<file path="config.mk">
export PLATFORM = sky130hd
export DESIGN_NAME = ftcd_top
export DESIGN_NICKNAME = d
export VERILOG_FILES = /design/src/hdl/ftcd_pkg.sv /design/src/hdl/ftcd_divider.sv /design/src/hdl/ftcd_top.sv
export SDC_FILE = /design/constraint.sdc
export NUM_CORES = 1
export LEC_CHECK = 0
export BUFFER_PORTS_ARGS = -buffer_cell sky130_fd_sc_hd__clkbuf_2
export CORE_MARGIN = 1.5
export CORE_UTILIZATION = 52
export CTS_CLUSTER_SIZE = 24
export DETAILED_ROUTE_END_ITERATION = 16
export PLACE_DENSITY = 0.79
export SKIP_LAST_GASP = 1
export SLEW_MARGIN = 20
export SYNTH_ARGS = -nofsm -noshare
export SYNTH_HDL_FRONTEND = slang
export SYNTH_SLANG_ARGS = --single-unit
export TNS_END_PERCENT = 20
</file>
<file path="constraint.sdc">
create_clock -name pclk -period 3.4 [get_ports pclk]
set_input_delay 0.68 -clock pclk [delete_from_list [all_inputs] [get_ports pclk]]
set_output_delay 0.68 -clock pclk [all_outputs]
set_load 0.02 [all_outputs]
</file>
<file path="src/hdl/ftcd_pkg.sv">
// Shared constants for the flash timing clock divider and its register map.
package ftcd_pkg;

  // APB geometry.
  localparam int          PADDR_W       = 8;
  localparam int          PDATA_W       = 32;
  localparam int          IDX_W         = 4;

  // Register indices; the byte address is four times the index.
  localparam logic [3:0]  IDX_CLKDIV    = 4'h0;
  localparam logic [3:0]  IDX_STATUS    = 4'h5;
  localparam logic [3:0]  IDX_CMD       = 4'h6;
  localparam logic [3:0]  IDX_RSVD2     = 4'h7;
  localparam logic [3:0]  IDX_ADDRHI    = 4'h8;
  localparam logic [3:0]  IDX_ADDRLO    = 4'h9;
  localparam logic [3:0]  IDX_DATAHI    = 4'ha;
  localparam logic [3:0]  IDX_DATALO    = 4'hb;
  localparam logic [3:0]  IDX_RSVD3     = 4'hc;
  localparam logic [3:0]  IDX_RSVD4     = 4'hd;
  localparam logic [3:0]  IDX_RSVD5     = 4'he;

  // Indices 1 to 4 belong to other parts of the flash module.
  localparam logic [3:0]  IDX_FOREIGN_LO = 4'h1;
  localparam logic [3:0]  IDX_FOREIGN_HI = 4'h4;

  // Clock divider register fields.
  localparam int          BIT_LOADED    = 7;
  localparam int          BIT_PRESCALE  = 6;
  localparam int          DVAL_W        = 6;

  // Field masks of the other registers.
  localparam logic [7:0]  STATUS_MASK   = 8'hf7;
  localparam logic [7:0]  CMD_MASK      = 8'h65;
  localparam int          ADDRHI_W      = 6;

  // Reset values.
  localparam logic [7:0]  CLKDIV_RST    = 8'h00;
  localparam logic [7:0]  CMD_RST       = 8'h00;
  localparam logic [7:0]  TEST_RST      = 8'h00;

  // Prescaler and overall ratio limits.
  localparam int          PRESCALE_RATIO = 8;
  localparam int          PRESCALE_W     = 3;
  localparam logic [2:0]  PRESCALE_LAST  = 3'(PRESCALE_RATIO - 1);
  localparam int          MAX_RATIO      = 512;

  // Target band of the flash clock at the oscillator rate.
  localparam int          OSC_KHZ        = 20000;
  localparam int          FCLK_MIN_KHZ   = 150;
  localparam int          FCLK_MAX_KHZ   = 200;
  localparam int          RATIO_LEAST    = (OSC_KHZ + FCLK_MAX_KHZ - 1) / FCLK_MAX_KHZ;
  localparam int          RATIO_MOST     = OSC_KHZ / FCLK_MIN_KHZ;

  // Timed event counter width.
  localparam int          TIMER_W        = 16;

endpackage

</file>
<file path="src/hdl/ftcd_divider.sv">
// Prescaler and 6-bit divider that produce the flash timing clock.
module ftcd_divider (
  // Clock and reset
  input  wire logic                          pclk,
  input  wire logic                          presetn,
  // Configuration
  input  wire logic                          run,
  input  wire logic                          prescale_select,
  input  wire logic [ftcd_pkg::DVAL_W-1:0]   divider_value,
  // Timing clock
  output logic                               flash_clk,
  output logic                               flash_tick
);

  typedef struct packed {
    logic [ftcd_pkg::PRESCALE_W-1:0] pre;
    logic [ftcd_pkg::DVAL_W-1:0]     cnt;
    logic                            tick;
    logic                            clk;
  } ftcd_div_state_t;

  ftcd_div_state_t st;
  ftcd_div_state_t next_st;

  always_comb begin
    logic                        pre_hit;
    logic [ftcd_pkg::DVAL_W-1:0] cnt_new;
    pre_hit = 1'b0;
    cnt_new = '0;
    next_st = st;
    next_st.tick = 1'b0;
    if (!run) begin
      next_st = '0;
    end else begin
      pre_hit = !prescale_select || (st.pre == ftcd_pkg::PRESCALE_LAST);
      next_st.pre = prescale_select ? st.pre + 3'h1 : '0;
      if (pre_hit) begin
        // ratio at most 8 times 64
        if (st.cnt >= divider_value) begin
          cnt_new = '0;
          next_st.tick = 1'b1;
        end else begin
          cnt_new = st.cnt + 6'h01;
        end
        next_st.cnt = cnt_new;
        next_st.clk = (cnt_new <= (divider_value >> 1));
      end
    end
  end

  always_ff @(posedge pclk or negedge presetn) begin
    if (!presetn) begin
      st <= '0;
    end else begin
      st <= next_st;
    end
  end

  assign flash_clk  = st.clk;
  assign flash_tick = st.tick;

endmodule

</file>
<file path="src/hdl/ftcd_top.sv">
// Flash timing clock divider with the upper flash register map on APB.

// Contract
// - The divided flash clock is the time base of program and erase timed events.
// - Divider bits 6 to 0 take only the first write after reset and always read back.
// - Bit 7 reads 0 until the divider register is first written, then 1, and ignores writes.
// - Prescale select 0 feeds the oscillator straight in, 1 divides it by 8 first.
// - The combined prescale and divide ratio never exceeds 512.
module ftcd_top #(
  parameter int TIMER_W = ftcd_pkg::TIMER_W
) (
  // Clock and reset
  input  wire logic                              pclk,
  input  wire logic                              presetn,
  // APB slave
  input  wire logic                              psel,
  input  wire logic                              penable,
  input  wire logic                              pwrite,
  input  wire logic [ftcd_pkg::PADDR_W-1:0]      paddr,
  input  wire logic [ftcd_pkg::PDATA_W-1:0]      pwdata,
  input  wire logic [3:0]                        pstrb,
  output logic      [ftcd_pkg::PDATA_W-1:0]      prdata,
  output logic                                   pready,
  output logic                                   pslverr,
  // Flash timing clock
  output logic                                   flash_clk,
  output logic                                   flash_tick,
  output logic                                   divider_loaded_flag,
  output logic                                   prescale_select,
  output logic      [ftcd_pkg::DVAL_W-1:0]       divider_value,
  output logic                                   divider_write_refused,
  // Timed event counter
  input  wire logic                              timer_start,
  input  wire logic [TIMER_W-1:0]                timer_ticks,
  output logic                                   timer_busy,
  output logic                                   timer_done,
  // Command engine side
  input  wire logic [7:0]                        status_flags,
  output logic                                   status_write,
  output logic      [7:0]                        status_wdata,
  output logic      [7:0]                        command_bits,
  output logic                                   command_write,
  output logic      [ftcd_pkg::ADDRHI_W-1:0]     test_address_high,
  output logic      [7:0]                        test_address_low,
  output logic      [7:0]                        test_data_high,
  output logic      [7:0]                        test_data_low
);

  typedef struct packed {
    // Divider configuration.
    logic                          loaded;
    logic                          prescale;
    logic [ftcd_pkg::DVAL_W-1:0]   dval;
    logic                          refused;
    // Command and status hand-off.
    logic [7:0]                    cmd;
    logic                          cmd_wr;
    logic                          stat_wr;
    logic [7:0]                    stat_wdata;
    // Test registers.
    logic [ftcd_pkg::ADDRHI_W-1:0] addr_hi;
    logic [7:0]                    addr_lo;
    logic [7:0]                    data_hi;
    logic [7:0]                    data_lo;
    // APB answer.
    logic                          ready;
    logic                          err;
    logic [ftcd_pkg::PDATA_W-1:0]  rdata;
    // Timed event counter.
    logic                          busy;
    logic                          done;
    logic [TIMER_W-1:0]            remain;
  } ftcd_top_state_t;

  ftcd_top_state_t st;
  ftcd_top_state_t next_st;

  logic div_clk;
  logic div_tick;

  // Word index of a byte address.
  function automatic logic [ftcd_pkg::IDX_W-1:0] reg_index(
    input logic [ftcd_pkg::PADDR_W-1:0] addr
  );
    return addr[ftcd_pkg::IDX_W+1:2];
  endfunction

  // True for an aligned address that this block answers.
  function automatic logic reg_mapped(
    input logic [ftcd_pkg::PADDR_W-1:0] addr
  );
    logic [ftcd_pkg::IDX_W-1:0] idx;
    logic                       ok;
    idx = reg_index(addr);
    ok  = (addr[1:0] == 2'h0) && (addr[ftcd_pkg::PADDR_W-1:ftcd_pkg::IDX_W+2] == '0);
    if ((idx >= ftcd_pkg::IDX_FOREIGN_LO) && (idx <= ftcd_pkg::IDX_FOREIGN_HI)) begin
      ok = 1'b0;
    end
    if (idx > ftcd_pkg::IDX_RSVD5) begin
      ok = 1'b0;
    end
    return ok;
  endfunction

  // Read value of a mapped register, low byte only.
  function automatic logic [ftcd_pkg::PDATA_W-1:0] read_value(
    input logic [ftcd_pkg::IDX_W-1:0] idx,
    input ftcd_top_state_t            s,
    input logic [7:0]                 stat
  );
    logic [7:0] v;
    v = 8'h00;
    case (idx)
      ftcd_pkg::IDX_CLKDIV: v = {s.loaded, s.prescale, s.dval};
      ftcd_pkg::IDX_STATUS: v = stat & ftcd_pkg::STATUS_MASK;
      ftcd_pkg::IDX_CMD:    v = s.cmd;
      ftcd_pkg::IDX_ADDRHI: v = {2'h0, s.addr_hi};
      ftcd_pkg::IDX_ADDRLO: v = s.addr_lo;
      ftcd_pkg::IDX_DATAHI: v = s.data_hi;
      ftcd_pkg::IDX_DATALO: v = s.data_lo;
      default:              v = 8'h00;
    endcase
    return {24'h000000, v};
  endfunction

  always_comb begin
    logic                       setup;
    logic                       access;
    logic                       wr;
    logic [ftcd_pkg::IDX_W-1:0] idx;
    logic [7:0]                 wbyte;
    setup  = psel && !penable;
    access = psel && penable && st.ready;
    idx    = reg_index(paddr);
    wbyte  = pwdata[7:0];
    wr     = access && pwrite && !st.err && pstrb[0];

    next_st            = st;
    next_st.cmd_wr     = 1'b0;
    next_st.stat_wr    = 1'b0;
    next_st.refused    = 1'b0;
    next_st.done       = 1'b0;

    // The answer is prepared in the setup cycle and shown in the access cycle.
    next_st.ready = setup;
    next_st.err   = 1'b0;
    next_st.rdata = '0;
    if (setup) begin
      next_st.err = !reg_mapped(paddr);
      if (!pwrite && reg_mapped(paddr)) begin
        next_st.rdata = read_value(idx, st, status_flags);
      end
    end

    if (wr) begin
      case (idx)
        ftcd_pkg::IDX_CLKDIV: begin
          if (!st.loaded) begin
            next_st.prescale = wbyte[ftcd_pkg::BIT_PRESCALE];
            next_st.dval     = wbyte[ftcd_pkg::DVAL_W-1:0];
            next_st.loaded   = 1'b1;
          end else begin
            next_st.refused  = 1'b1;
          end
        end
        ftcd_pkg::IDX_STATUS: begin
          next_st.stat_wr    = 1'b1;
          next_st.stat_wdata = wbyte & ftcd_pkg::STATUS_MASK;
        end
        ftcd_pkg::IDX_CMD: begin
          next_st.cmd    = wbyte & ftcd_pkg::CMD_MASK;
          next_st.cmd_wr = 1'b1;
        end
        ftcd_pkg::IDX_ADDRHI: next_st.addr_hi = wbyte[ftcd_pkg::ADDRHI_W-1:0];
        ftcd_pkg::IDX_ADDRLO: next_st.addr_lo = wbyte;
        ftcd_pkg::IDX_DATAHI: next_st.data_hi = wbyte;
        ftcd_pkg::IDX_DATALO: next_st.data_lo = wbyte;
        default: begin
        end
      endcase
    end

    if (st.busy && div_tick) begin
      if (st.remain <= TIMER_W'(1)) begin
        next_st.busy   = 1'b0;
        next_st.done   = 1'b1;
        next_st.remain = '0;
      end else begin
        next_st.remain = st.remain - TIMER_W'(1);
      end
    end
    if (timer_start && st.loaded && !st.busy) begin
      next_st.busy   = 1'b1;
      next_st.remain = timer_ticks;
    end
  end

  always_ff @(posedge pclk or negedge presetn) begin
    if (!presetn) begin
      st <= '0;
    end else begin
      st <= next_st;
    end
  end

  ftcd_divider u_divider (
    .pclk            (pclk),
    .presetn         (presetn),
    .run             (st.loaded),
    .prescale_select (st.prescale),
    .divider_value   (st.dval),
    .flash_clk       (div_clk),
    .flash_tick      (div_tick)
  );

  assign prdata                = st.rdata;
  assign pready                = st.ready;
  assign pslverr               = st.err;
  assign flash_clk             = div_clk;
  assign flash_tick            = div_tick;
  assign divider_loaded_flag   = st.loaded;
  assign prescale_select       = st.prescale;
  assign divider_value         = st.dval;
  assign divider_write_refused = st.refused;
  assign timer_busy            = st.busy;
  assign timer_done            = st.done;
  assign status_write          = st.stat_wr;
  assign status_wdata          = st.stat_wdata;
  assign command_bits          = st.cmd;
  assign command_write         = st.cmd_wr;
  assign test_address_high     = st.addr_hi;
  assign test_address_low      = st.addr_lo;
  assign test_data_high        = st.data_hi;
  assign test_data_low         = st.data_lo;

endmodule

</file>
==> flow_metrics.env <==
export IMPL_worstPathArrival_ns=3.33
export IMPL_grt_pass1_wl_um=20400
export IMPL_cts_inserted_buffers=9
export IMPL_area_growth_pct=6.29
export IMPL_clk_pin_slew_ns=0.10
export IMPL_ys_flop_type="dfrtp_1"
export IMPL_post_cts_buffers=0
export IMPL_gp_congestion=0.880
export IMPL_hpwl_um=9210
export IMPL_p_leak_nw=2.88
export IMPL_async_flop_share_pct=100
export IMPL_cts_tree="built"
export IMPL_synth_area_leader_cell="dfrtp_1"
export IMPL_portBuffers=111
export IMPL_fmax_mhz=327
export IMPL_status="completed"
export IMPL_final_cells=720
export IMPL_cap_violations=0
export IMPL_grt_antenna_before_repair=0
export IMPL_crit_path_start_kind="flop"
export IMPL_power_mw=2.45
export IMPL_drive_gt1_share_pct=34.6
export IMPL_placed_cells=704
export IMPL_max_stage_delay_ns=0.58
export IMPL_cp_common_cell="ha_1"
export IMPL_via_per_inst=5.80
export IMPL_grt_ovfl_total=0
export IMPL_yosysSeqAreaShare_pct=41.3
export IMPL_p_per_area_mw_per_mm2=418
export IMPL_period_needed_ns=3.06
export IMPL_die_area_sq_mm=0.0112
export IMPL_reg2reg_slack_ns=0.34
export IMPL_post_synth_top_count_cell="dfrtp_1"
export IMPL_start_util_pct=53.4
export IMPL_cpLargestDelayFamily="compound AO/OA/AOI/OAI gates"
export IMPL_drtPass1Iterations=5
export IMPL_via_count=4177
export IMPL_synthTopCellsByCount="dfrtp_1 (91), buf_4 (87), mux2_2 (51)"
export IMPL_post_cts_hold_buffer_count=0
export IMPL_required_ns=3.67
export IMPL_grtUsageTotal_pct=23.5
export IMPL_drc=0
export IMPL_antenna_cells=0
export IMPL_end_kind="flop"
export IMPL_drtIter0Drc=423
export IMPL_post_route_period_util_pct=89.9
export IMPL_rows=37
export IMPL_fin_skew_ns=0.0128
export IMPL_rsz0062_at_grt="false"
export IMPL_insertion_delay_ns=0.39
export IMPL_ctsLongestPathBuffers=2
export IMPL_slew_headroom_pct=41.5
export IMPL_finalMaxSlewViolations=0
export IMPL_cts_resized=0
export IMPL_synth_top_area_share_pct=41.3
export IMPL_ys_seq_elements=91
export IMPL_top_usage_layer="met2"
export IMPL_first_global_vias=4027
export IMPL_ys_warn_count=0
export IMPL_post_synth_cell_area_avg_sq_um=10.5
export IMPL_ant_nets=0
export IMPL_nNetsFinal=669
export IMPL_use_met1_pct=31.0
export IMPL_clock_sinks=91
export IMPL_hp_class="primary input to asynchronous set/reset pin"
export IMPL_tns_ns=0
export IMPL_ys_types=73
export IMPL_path_buf_inv=1
export IMPL_cpMaxStageDelayCell="o21ai_1"
export IMPL_grt_util_met2_pct=37.7
export IMPL_grt_max_degree=43
export IMPL_syn_inst=524
export IMPL_routed_wl_um=12700
export IMPL_pin_count=169
export IMPL_setup_violations=0
export IMPL_synth_edf_count=0
export IMPL_path_cells="inv_1 > ha_1 > nand4_1 > o21ai_1 > nor2_1 > ha_1 > and4_1 > a221o_1 > a41o_1"
export IMPL_synth_area_sq_mm=0.00551
export IMPL_die_w_um=106
export IMPL_crit_type="flop to flop"
export IMPL_detail_route_wl_per_cell_um=17.7
export IMPL_peakVddDrop_v=0.000305
export IMPL_die_h_um=106
export IMPL_grtUsageMet3_pct=5.33
export IMPL_htree_levels=3
export IMPL_critPathMaxFanout=9
export IMPL_clk_root_buffer_cell="clkbuf_8"
export IMPL_fillCellCount=896
export IMPL_core_sq_mm=0.0103
export IMPL_synth_area_top_cells="dfrtp_1 (41%), buf_4 (12%), mux2_2 (10%)"
export IMPL_worst_pin_slew_ns=0.872
export IMPL_hold_violations=0
-- cells in the final DEF, fill, tap and decap left out, types with 11 or more instances in the layout --
cell / instances
dfrtp_1: 91
a21oi_1: 11
inv_1: 16
conb_1: 29
o21ai_0: 12
mux2_2: 51
nand2_1: 30
clkbuf_2: 110
nor2_1: 21
ha_1: 16
nand3_1: 11
-- flip-flops by register name, summed over array words and instances, names as in the netlist, 4 cells and up --
| register | cells |
|---|---|
| test_address_low | 8 |
| test_data_low | 8 |
| divider_value | 6 |
| status_wdata | 7 |
| test_address_high | 6 |
| command_bits | 4 |
| prdata | 8 |
| test_data_high | 8 |
| u_divider.st | 9 |
| st | 16 |
-- logic make-up (layout without fill, tap and decap cells) --
family,after synthesis,after routing,synth area share [%]
other cells,1,29,0.0680
xor+xnor,7,7,1.11
fa+ha+maj,16,16,3.63
mux,54,54,11.2
flops,91,91,41.3
buf+inv,119,151,14.3
simple gates,137,137,14.9
compound gates,99,99,13.5
-- metal layers --
metal	vias to the layer above	wire [um]
met1	2083	5510
met5	-	0
met3	17	905
met2	168	6120
li1	1909	-
met4	0	195
-- final timing paths --
path	start	endpoint	cells past startpoint
worst max-delay path	divider_value[4]	u_divider.flash_clk	9
worst min-delay path	presetn	status_wdata[0]	1
worst max register to register	divider_value[4]	u_divider.flash_clk	9
worst min register to register	u_divider.st[8]	u_divider.st[8]	1
max in group asynchronous	presetn	test_address_low[4]	2
min in group pclk	u_divider.st[8]	u_divider.st[8]	1
-- area by class of cell --
| cell class | count | area, sq um | area share [%] |
|---|---|---|---|
| Timing Repair Buffer | 119 | 618 | 10.6 |
| Sequential cell | 91 | 2280 | 38.9 |
| Clock inverter | 5 | 40.0 | 0.683 |
| Inverter | 16 | 60.1 | 1.03 |
| Tap cell | 136 | 170 | 2.90 |
| Multi-Input combinational cell | 342 | 2550 | 43.5 |
| Clock buffer | 11 | 141 | 2.41 |
-- metrics by stage --
stage	utilization (%)	cell area, sq um	hold slack (ns)	worst slack (ns)
floorplan	-	5620	0.384	0.771
global placement	55.0	5680	0.417	0.470
detailed placement	55.0	5680	0.445	0.397
CTS	56.7	5860	0.294	0.367
global route	56.7	5860	0.314	0.150
finish	56.7	5860	0.276	0.343
-- power breakdown --
part | switching [mW] | internal (mW) | total, mW
Sequential | 0.115 | 1.16 | 1.27
Combinational | 0.289 | 0.166 | 0.454
Clock | 0.429 | 0.296 | 0.725
No activity file was read; power rests on OpenSTA's default activity.
